`config.mk`:
```
export PLATFORM = sky130hd
export DESIGN_NAME = cadtr_tuning_regs
export DESIGN_NICKNAME = d
export VERILOG_FILES = /design/src/hw/cadtr_pkg.sv /design/src/hw/cadtr_sample_mute.sv /design/src/hw/cadtr_tuning_regs.sv
export VERILOG_INCLUDE_DIRS = /design/src /design/src/hw
export SDC_FILE = /design/constraint.sdc
export NUM_CORES = 1
export LEC_CHECK = 0
export BUFFER_PORTS_ARGS = -buffer_cell sky130_fd_sc_hd__buf_2
export CORE_MARGIN = 3
export CORE_UTILIZATION = 24
export CTS_BUF_LIST = sky130_fd_sc_hd__clkbuf_4 sky130_fd_sc_hd__clkbuf_8
export DETAILED_ROUTE_END_ITERATION = 7
export SYNTH_ARGS = -nofsm -noshare
export SYNTH_HDL_FRONTEND = slang
export SYNTH_SLANG_ARGS = --single-unit
```
`constraint.sdc`:
```
create_clock -name clk_sys_i -period 3.1 [get_ports clk_sys_i]
set_clock_uncertainty 0.15 [all_clocks]
set_input_delay 0.465 -clock clk_sys_i [delete_from_list [all_inputs] [get_ports clk_sys_i]]
set_output_delay 0.465 -clock clk_sys_i [all_outputs]
set_load 0.01 [all_outputs]
```
`src/hw/cadtr_cfg.svh`:
```
// Register offsets, field positions, reset values and masks of the tuning register group
`ifndef CADTR_CFG_SVH
`define CADTR_CFG_SVH

`define CADTR_ADDR_MUTE 8'h4b
`define CADTR_ADDR_ADC_PT 8'h4e
`define CADTR_ADDR_DAC_PT 8'h4f
`define CADTR_ADDR_CH1 8'h50

`define CADTR_RESET_VAL 8'h00

`define CADTR_MASK_MUTE 8'h18
`define CADTR_MASK_ADC_PT 8'he4
`define CADTR_MASK_DAC_PT 8'ha6
`define CADTR_MASK_CH1 8'hc3

`define CADTR_BIT_CH1_MUTE 4
`define CADTR_BIT_CH2_MUTE 3
`define CADTR_BIT_MOD_HALF 7
`define CADTR_BIT_CIC_ORDER 6
`define CADTR_BIT_FIR_SKIP 5
`define CADTR_BIT_ECO_FILT 2
`define CADTR_BIT_IREF_HALVE 1
`define CADTR_BIT_INSRC_HI 7
`define CADTR_BIT_INSRC_LO 6
`define CADTR_BIT_RANGE 1
`define CADTR_BIT_BW 0

`define CADTR_SAMPLE_W 24

`endif

```
`src/hw/cadtr_pkg.sv`:
```
// Types shared by the codec tuning register group
package cadtr_pkg;

    typedef struct packed {
        logic adc_modulator_half_rate;
        logic adc_decimator_order_sel;
        logic adc_fir_skip;
        logic adc_economy_filter_en;
    } cadtr_adc_tune_t;

    typedef struct packed {
        logic dac_modulator_half_rate;
        logic dac_fir_segmenter_skip;
        logic dac_economy_filter_en;
        logic dac_ref_current_halve;
    } cadtr_dac_tune_t;

    typedef struct packed {
        logic [1:0] first_channel_input_type;
        logic first_channel_range_sel;
        logic first_channel_bandwidth_sel;
    } cadtr_ch1_cfg_t;

    typedef struct packed {
        logic [23:0] first_sample;
        logic [23:0] second_sample;
        logic valid;
    } cadtr_samples_t;

endpackage

```
`src/hw/cadtr_sample_mute.sv`:
```
// Per-channel sample muting while an ADC channel recovers from overload
`timescale 1ns/1ps
`include "cadtr_cfg.svh"
module cadtr_sample_mute
    import cadtr_pkg::*;
(
    input wire logic clk_sys_i,
    input wire logic rst_i,
    input wire logic [1:0] mute_en_i,
    input wire logic [1:0] recovering_i,
    input wire cadtr_samples_t samples_i,
    output cadtr_samples_t samples_o
);

    wire [1:0] mute_now = mute_en_i & recovering_i;
    wire [`CADTR_SAMPLE_W-1:0] first_w;
    wire [`CADTR_SAMPLE_W-1:0] second_w;

    // Zero, not hold, so a recovering channel never repeats a clipped sample
    assign first_w = mute_now[0] ? '0 : samples_i.first_sample;
    assign second_w = mute_now[1] ? '0 : samples_i.second_sample;

    always_ff @(posedge clk_sys_i or posedge rst_i)
    begin
        if (rst_i)
            samples_o <= '0;
        else
            samples_o <= '{first_sample: first_w, second_sample: second_w,
                           valid: samples_i.valid};
    end

    a_first_mute_zero: assert property (@(posedge clk_sys_i) disable iff (rst_i)
        (mute_en_i[0] && recovering_i[0]) |=> samples_o.first_sample == '0)
        else $error("channel 1 not muted in recovery");
    a_second_mute_zero: assert property (@(posedge clk_sys_i) disable iff (rst_i)
        (mute_en_i[1] && recovering_i[1]) |=> samples_o.second_sample == '0)
        else $error("channel 2 not muted in recovery");
    a_first_pass_through: assert property (@(posedge clk_sys_i) disable iff (rst_i)
        !(mute_en_i[0] && recovering_i[0])
        |=> samples_o.first_sample == $past(samples_i.first_sample))
        else $error("channel 1 sample altered");
    a_second_pass_through: assert property (@(posedge clk_sys_i) disable iff (rst_i)
        !(mute_en_i[1] && recovering_i[1])
        |=> samples_o.second_sample == $past(samples_i.second_sample))
        else $error("channel 2 sample altered");

    c_first_muted: cover property (@(posedge clk_sys_i) disable iff (rst_i)
        mute_en_i[0] && recovering_i[0] ##1 !recovering_i[0]);

endmodule

```
`src/hw/cadtr_tuning_regs.sv`:
```
// Codec ADC/DAC tuning register group with overload-recovery muting
`timescale 1ns/1ps
`include "cadtr_cfg.svh"
module cadtr_tuning_regs
    import cadtr_pkg::*;
(
    input wire logic clk_sys_i,
    input wire logic rst_i,
    input wire logic reg_wr_i,
    input wire logic reg_rd_i,
    input wire logic [7:0] reg_addr_i,
    input wire logic [7:0] reg_wdata_i,
    output logic [7:0] reg_rdata_o,
    output logic reg_hit_o,
    input wire logic [1:0] overload_recovery_i,
    input wire cadtr_samples_t adc_samples_i,
    output cadtr_samples_t adc_samples_o,
    output logic [1:0] overload_mute_en_o,
    output cadtr_adc_tune_t adc_tune_o,
    output cadtr_dac_tune_t dac_tune_o,
    output cadtr_ch1_cfg_t ch1_cfg_o
);

    logic [7:0] mute_q;
    logic [7:0] adc_pt_q;
    logic [7:0] dac_pt_q;
    logic [7:0] ch1_q;

    wire sel_mute = reg_addr_i == `CADTR_ADDR_MUTE;
    wire sel_adc = reg_addr_i == `CADTR_ADDR_ADC_PT;
    wire sel_dac = reg_addr_i == `CADTR_ADDR_DAC_PT;
    wire sel_ch1 = reg_addr_i == `CADTR_ADDR_CH1;
    wire sel_any = sel_mute | sel_adc | sel_dac | sel_ch1;

    // Reserved positions are masked off on write so they always read zero
    wire [7:0] mute_d = reg_wdata_i & `CADTR_MASK_MUTE;
    wire [7:0] adc_pt_d = reg_wdata_i & `CADTR_MASK_ADC_PT;
    wire [7:0] dac_pt_d = reg_wdata_i & `CADTR_MASK_DAC_PT;
    // Values 2 and 3 are forbidden; stored as written, software owns that
    wire [7:0] ch1_d = reg_wdata_i & `CADTR_MASK_CH1;

    wire [7:0] rdata_d = sel_mute ? mute_q :
                         sel_adc ? adc_pt_q :
                         sel_dac ? dac_pt_q :
                         sel_ch1 ? ch1_q : 8'h00;

    always_ff @(posedge clk_sys_i or posedge rst_i)
    begin
        if (rst_i)
        begin
            mute_q <= `CADTR_RESET_VAL;
            adc_pt_q <= `CADTR_RESET_VAL;
            dac_pt_q <= `CADTR_RESET_VAL;
            ch1_q <= `CADTR_RESET_VAL;
        end
        else if (reg_wr_i)
        begin
            if (sel_mute)
                mute_q <= mute_d;
            if (sel_adc)
                adc_pt_q <= adc_pt_d;
            if (sel_dac)
                dac_pt_q <= dac_pt_d;
            if (sel_ch1)
                ch1_q <= ch1_d;
        end
    end

    // Read data is registered; unmapped addresses answer zero with hit low
    always_ff @(posedge clk_sys_i or posedge rst_i)
    begin
        if (rst_i)
        begin
            reg_rdata_o <= 8'h00;
            reg_hit_o <= 1'b0;
        end
        else if (reg_rd_i)
        begin
            reg_rdata_o <= rdata_d;
            reg_hit_o <= sel_any;
        end
    end

    wire [1:0] mute_en_w = {mute_q[`CADTR_BIT_CH2_MUTE], mute_q[`CADTR_BIT_CH1_MUTE]};

    // Controls are registered copies so every output comes from a flip-flop
    always_ff @(posedge clk_sys_i or posedge rst_i)
    begin
        if (rst_i)
        begin
            overload_mute_en_o <= '0;
            adc_tune_o <= '0;
            dac_tune_o <= '0;
            ch1_cfg_o <= '0;
        end
        else
        begin
            overload_mute_en_o <= mute_en_w;
            adc_tune_o.adc_modulator_half_rate <= adc_pt_q[`CADTR_BIT_MOD_HALF];
            adc_tune_o.adc_decimator_order_sel <= adc_pt_q[`CADTR_BIT_CIC_ORDER];
            adc_tune_o.adc_fir_skip <= adc_pt_q[`CADTR_BIT_FIR_SKIP];
            adc_tune_o.adc_economy_filter_en <= adc_pt_q[`CADTR_BIT_ECO_FILT];
            dac_tune_o.dac_modulator_half_rate <= dac_pt_q[`CADTR_BIT_MOD_HALF];
            dac_tune_o.dac_fir_segmenter_skip <= dac_pt_q[`CADTR_BIT_FIR_SKIP];
            dac_tune_o.dac_economy_filter_en <= dac_pt_q[`CADTR_BIT_ECO_FILT];
            dac_tune_o.dac_ref_current_halve <= dac_pt_q[`CADTR_BIT_IREF_HALVE];
            ch1_cfg_o.first_channel_input_type <=
                ch1_q[`CADTR_BIT_INSRC_HI:`CADTR_BIT_INSRC_LO];
            ch1_cfg_o.first_channel_range_sel <= ch1_q[`CADTR_BIT_RANGE];
            ch1_cfg_o.first_channel_bandwidth_sel <= ch1_q[`CADTR_BIT_BW];
        end
    end

    // Mute uses the live register so muting starts one cycle after the write
    cadtr_sample_mute i_cadtr_sample_mute (
        .clk_sys_i(clk_sys_i),
        .rst_i(rst_i),
        .mute_en_i(mute_en_w),
        .recovering_i(overload_recovery_i),
        .samples_i(adc_samples_i),
        .samples_o(adc_samples_o)
    );

    // Holds by the write masks; guards against a mask edited out of step
    a_reserved_read_zero: assert property (@(posedge clk_sys_i) disable iff (rst_i)
        (mute_q & ~`CADTR_MASK_MUTE) == 8'h00 && (adc_pt_q & ~`CADTR_MASK_ADC_PT) == 8'h00
        && (dac_pt_q & ~`CADTR_MASK_DAC_PT) == 8'h00 && (ch1_q & ~`CADTR_MASK_CH1) == 8'h00)
        else $error("reserved bit set");

    // A write lands at its own edge, with reserved positions dropped
    a_mute_write_lands: assert property (@(posedge clk_sys_i) disable iff (rst_i)
        (reg_wr_i && sel_mute) |=> mute_q == ($past(reg_wdata_i) & `CADTR_MASK_MUTE))
        else $error("mute register write lost");
    a_adc_write_lands: assert property (@(posedge clk_sys_i) disable iff (rst_i)
        (reg_wr_i && sel_adc) |=> adc_pt_q == ($past(reg_wdata_i) & `CADTR_MASK_ADC_PT))
        else $error("adc tune register write lost");
    a_dac_write_lands: assert property (@(posedge clk_sys_i) disable iff (rst_i)
        (reg_wr_i && sel_dac) |=> dac_pt_q == ($past(reg_wdata_i) & `CADTR_MASK_DAC_PT))
        else $error("dac tune register write lost");
    a_ch1_write_lands: assert property (@(posedge clk_sys_i) disable iff (rst_i)
        (reg_wr_i && sel_ch1) |=> ch1_q == ($past(reg_wdata_i) & `CADTR_MASK_CH1))
        else $error("channel 1 register write lost");
    // Unmapped writes must leave every register untouched
    a_unmapped_write_ignored: assert property (@(posedge clk_sys_i) disable iff (rst_i)
        (reg_wr_i && !sel_any) |=> $stable(mute_q) && $stable(adc_pt_q) && $stable(dac_pt_q)
        && $stable(ch1_q))
        else $error("unmapped write changed a register");

    // Controls trail their register by one edge
    a_mute_enable_follow: assert property (@(posedge clk_sys_i) disable iff (rst_i)
        (reg_wr_i && sel_mute) ##1 1'b1 |=>
        overload_mute_en_o == {$past(reg_wdata_i[3], 2), $past(reg_wdata_i[4], 2)})
        else $error("mute enables wrong");
    a_adc_clock_sel: assert property (@(posedge clk_sys_i) disable iff (rst_i)
        (reg_wr_i && sel_adc) ##2 !$past(reg_wr_i)
        |-> adc_tune_o.adc_modulator_half_rate == $past(reg_wdata_i[7], 2))
        else $error("adc clock select wrong");
    a_adc_order_sel: assert property (@(posedge clk_sys_i) disable iff (rst_i)
        adc_tune_o.adc_decimator_order_sel == $past(adc_pt_q[6]))
        else $error("decimator order wrong");
    a_adc_fir_sel: assert property (@(posedge clk_sys_i) disable iff (rst_i)
        adc_tune_o.adc_fir_skip == $past(adc_pt_q[5]) &&
        adc_tune_o.adc_economy_filter_en == $past(adc_pt_q[2]))
        else $error("adc filter select wrong");
    a_dac_controls: assert property (@(posedge clk_sys_i) disable iff (rst_i)
        dac_tune_o == {$past(dac_pt_q[7]), $past(dac_pt_q[5]), $past(dac_pt_q[2]),
        $past(dac_pt_q[1])})
        else $error("dac controls wrong");
    a_ch1_controls: assert property (@(posedge clk_sys_i) disable iff (rst_i)
        ch1_cfg_o == {$past(ch1_q[7:6]), $past(ch1_q[1]), $past(ch1_q[0])})
        else $error("channel 1 config wrong");

    // Read data is the register as it stood at the strobe's edge
    a_read_mute_data: assert property (@(posedge clk_sys_i) disable iff (rst_i)
        (reg_rd_i && sel_mute) |=> reg_rdata_o == $past(mute_q) && reg_hit_o)
        else $error("mute register read wrong");
    a_read_adc_data: assert property (@(posedge clk_sys_i) disable iff (rst_i)
        (reg_rd_i && sel_adc) |=> reg_rdata_o == $past(adc_pt_q) && reg_hit_o)
        else $error("adc tune register read wrong");
    a_read_dac_data: assert property (@(posedge clk_sys_i) disable iff (rst_i)
        (reg_rd_i && sel_dac) |=> reg_rdata_o == $past(dac_pt_q) && reg_hit_o)
        else $error("dac tune register read wrong");
    a_read_ch1_data: assert property (@(posedge clk_sys_i) disable iff (rst_i)
        (reg_rd_i && sel_ch1) |=> reg_rdata_o == $past(ch1_q) && reg_hit_o)
        else $error("channel 1 register read wrong");
    a_unmapped_zero: assert property (@(posedge clk_sys_i) disable iff (rst_i)
        (reg_rd_i && !sel_any) |=> reg_rdata_o == 8'h00 && !reg_hit_o)
        else $error("unmapped read not zero");

    // Read answer stands until the next read strobe
    a_read_data_holds: assert property (@(posedge clk_sys_i) disable iff (rst_i)
        !reg_rd_i |=> $stable(reg_rdata_o) && $stable(reg_hit_o))
        else $error("read data changed without a read");

    c_write_mute: cover property (@(posedge clk_sys_i) disable iff (rst_i)
        reg_wr_i && sel_mute && reg_wdata_i[4]);
    c_read_back: cover property (@(posedge clk_sys_i) disable iff (rst_i)
        reg_wr_i && sel_dac ##1 reg_rd_i && sel_dac);
    c_recovery_mute: cover property (@(posedge clk_sys_i) disable iff (rst_i)
        mute_en_w[1] && overload_recovery_i[1]);
    c_unmapped_read: cover property (@(posedge clk_sys_i) disable iff (rst_i)
        reg_rd_i && !sel_any ##1 !reg_hit_o);

endmodule

```
==> metrics.md <==
| Metric | Value |
|---|---|
| Crit path kind | input port to register |
| Fillers | about 1200 |
| Synth Area per Inst | around 15 sq um |
| Final WL | 7080 microns |
| Root buf cell | clkbuf_8 |
| Setup Viol. Count Final | 0 |
| Share of cells above drive strength 1 | approximately half |
| Multiplexer area fraction after synthesis | around 7% |
| Bufs on Longest Clock Path | 2 |
| Area delta synth->final | 38.0% |
| Simple-gate share of the synthesized area | between 10% and 20% |
| I/O Pins | around 140 |
| Initial Util | around 25% |
| Core area | between 10000 and 15000 sq um |
| Seq pwr share | slightly above 50% |
| Slowest cell on the critical path | or3b_1 |
| Distinct cells, synth | 33 |
| Post-CTS Hold Fix Bufs | 0 |
| # diodes | 0 |
| Largest family of logic cells by synthesized area | simple AND/OR/NAND/NOR gates |
| Slew margin rel. | 49.4% |
| Final min period | about 2 ns |
| Unrepaired setup endpoints after global routing | no |
| CP cell instances | buf_2 -> or3b_1 -> nor3_4 -> and3_1 -> mux2_1 |
| Clock power frac | roughly two fifths |
| Startpoint Class | input port |
| Routed length on met1 | approximately 3000 microns |
| CTS tree | built |
| Hold Path Class | input port to async pin |
| Pin count of the biggest net entering global routing | 45 |
| Max cap viols | 0 |
| FF-to-FF End | i_cadtr_sample_mute.samples_o[14] |
| Slew Limit Fails | 0 |
| Critical path buffers and inverters | 1 |
| Comb power frac | between 8 and 9% |
| Psw | approximately 510 uW |
| Nets | roughly 420 |
| Xor/xnor share of the synthesized area | less than 1% |
| First-pass GRT wire length | approximately 12000 microns |
| Synthesized flop and latch total | between 80 and 90 |
| Gr usage total | approximately 11% |
| Post-DP HPWL | 5420 microns |
| Peak VDD IR | around 0.17 mV |
| DR vias/cell | slightly below 4 |
| Syn Inst Count | 207 |
| Syn nets | 278 |
| Adder-cell share of the synthesized area | 0% |
| Post CTS Setup Buffer Count | 0 |
| Worst stage delay on the critical path | 0.53 ns |
| Htree depth | 3 |
| Max FO, Critical Path | 7 |
| WP data required | 3.19 ns |
| Sequential-to-total area share from yosys stat | 71.5% |
| DRC errors left | 0 |
| Outcome | finished, final reports clean |
| Yosys warning count | 0 |
| Slew @ Worst Pin | about 0.76 ns |
| Vias in the first global route | 2246 |
| Met3 routed WL | approximately 600 microns |
| WL/cell | approximately 13 microns |
| Num CTS Buffers | 9 |
| Final Cycle Share | roughly 65% |
| Grt ovf | 0 |
| Max layer used | met4 |
| CTS sink count | 86 |
| Max Clk Rate | ~500 MHz |
| Die height | ~120 microns |
| Die area | 13900 sq um |
| Sw Share | between 20% and 30% |
| Yosys top cell area share | between 70% and 80% |
| Hold Slack | roughly 0.044 ns |
| Worst-case reg-to-reg path depth | 2 |
| Area leader, netlist | dfrtp_1 |
| First drt pass iteration count | 4 |
| WL met2 | ~3300 microns |
| # rows | 40 |
| Setup TNS | 0 ns |
| Worst EP arrival | about 2.1 ns |
| IO buf count | about 140 |
| Hold Violations, Final | 0 |
| Worst-path clk slew | about 0.08 ns |
| Mapped cell area | about 3000 sq um |
| Leakage Power | between 2 and 2.5 nW |
| Total internal power | around 1.8 mW |
| Chip Width | about 120 microns |
| Clk Latency, worst-skew pair | 0.37 ns |
| Starting DRT DRC Count | 41 |
| Gp weighted congestion | about 0.76 |
| Synth area leaders | dfrtp_1 72%, and2_1 10%, mux2_1 3.7% |
| CP top delay family | simple AND/OR/NAND/NOR gates |
| Antenna violations before repair | 0 |
| Antenna viol nets, final | 0 |
| Worst R2R Start | mute_q[3] |
| Resized Gates After CTS | 0 |
| CP endpoint kind | register |
| Synth Area in Compound Gates | 3.24% |
| Power Dens Cells | 562 nW/um^2 |
| Worst reg2reg setup slack | around 1.7 ns |
| DR vias | a little over 2000 |
## per-stage QoR
step	cells	area, sq um	utilization (%)	power [mW]	setup WS, ns
6_report	525	4150	34.3	2.33	1.09
3_5_place_dp	509	3900	32.2	1.41	0.708
4_1_cts	525	4150	34.3	2.38	1.12
3_3_place_gp	509	3900	32.2	1.41	0.743
5_1_grt	525	4150	34.3	2.45	0.998
2_1_floorplan	207	3010	-	1.30	0.263
## power groups by stage
stage | combinational (mW) | clock (mW) | sequential [mW]
4_1_cts | 0.203 | 0.991 | 1.19
3_3_place_gp | 0.200 | 0 | 1.21
6_report | 0.196 | 0.948 | 1.19
5_1_grt | 0.220 | 1.03 | 1.19
3_5_place_dp | 0.203 | 0 | 1.21
2_1_floorplan | 0.0708 | 0 | 1.23
## state kept, by name, summed over array words and instances (netlist names)
name,flops
reg_rdata_o,8
mute_q,2
dac_tune_o,4
ch1_q,4
adc_pt_q,4
adc_tune_o,4
i_cadtr_sample_mute.samples_o,49
ch1_cfg_o,4
overload_mute_en_o,2
dac_pt_q,4
reg_hit_o,1
## synthesized netlist by cell type (all sizes together)
| cell type | instances |
|---|---|
| a211oi | 1 |
| a21oi | 2 |
| a22oi | 1 |
| a32o | 1 |
| a32oi | 1 |
| and2 | 48 |
| and3 | 1 |
| buf | 3 |
| clkbuf | 6 |
| dfrtp | 86 |
| inv | 10 |
| mux2 | 17 |
| nand2 | 5 |
| nand2b | 1 |
| nand3 | 5 |
| nand3b | 1 |
| nor2 | 2 |
| nor3 | 1 |
| nor3b | 1 |
| nor4 | 2 |
| o21ai | 4 |
| o22ai | 3 |
| o31ai | 2 |
| or3b | 2 |
| xnor2 | 1 |
## logic make-up (layout without fill, tap and decap cells)
| logic type | after synthesis | count (layout) |
|---|---|---|
| AO/OA/AOI/OAI | 15 | 15 |
| XOR/XNOR | 1 | 1 |
| buffers and inverters | 19 | 169 |
| flip-flops | 86 | 86 |
| multiplexers | 17 | 17 |
| AND/OR/NAND/NOR | 69 | 69 |
## layout by cell type (no fill, tap or decap), types with 2 or more instances in the layout
cell type,n
a21oi_1,2
and2_1,48
buf_2,142
bufinv_16,3
clkbuf_8,10
clkinv_2,3
dfrtp_1,86
inv_1,9
mux2_1,10
mux2_2,3
mux2_4,4
nand2_1,4
nand3_1,4
nor2_1,2
o21ai_0,4
o22ai_1,3
o31ai_1,2
## worst max-delay path by stage
stage,end,cells after the start,from,slack [ns]
6_report,adc_pt_q[5],5,reg_addr_i[7],1.09
5_1_grt,adc_pt_q[7],5,reg_addr_i[7],1.0
4_1_cts,adc_pt_q[5],5,reg_addr_i[7],1.12
3_5_place_dp,adc_pt_q[2],5,reg_addr_i[7],0.71
3_3_place_gp,adc_pt_q[2],5,reg_addr_i[7],0.74
2_1_floorplan,adc_pt_q[2],1,rst_i,0.26
## final cells by class
class | count | area (sq um) | area share (%)
sequential | 86 | 2150 | 51.9
multi-input combinational | 102 | 772 | 18.6
timing repair buffer | 143 | 731 | 17.6
tap | 168 | 210 | 5.06
clock buffer | 10 | 138 | 3.32
clock inverter | 6 | 109 | 2.62
inverter | 10 | 38.8 | 0.935
## layer usage
layer / global-route usage (%) / vias to the layer above
met1: 12.7 / 1000
li1: - / 965
met5: 0 / -
met4: 5.93 / 0
met3: 4.85 / 15
met2: 16.4 / 80
No activity file was read; power rests on OpenSTA's default activity.
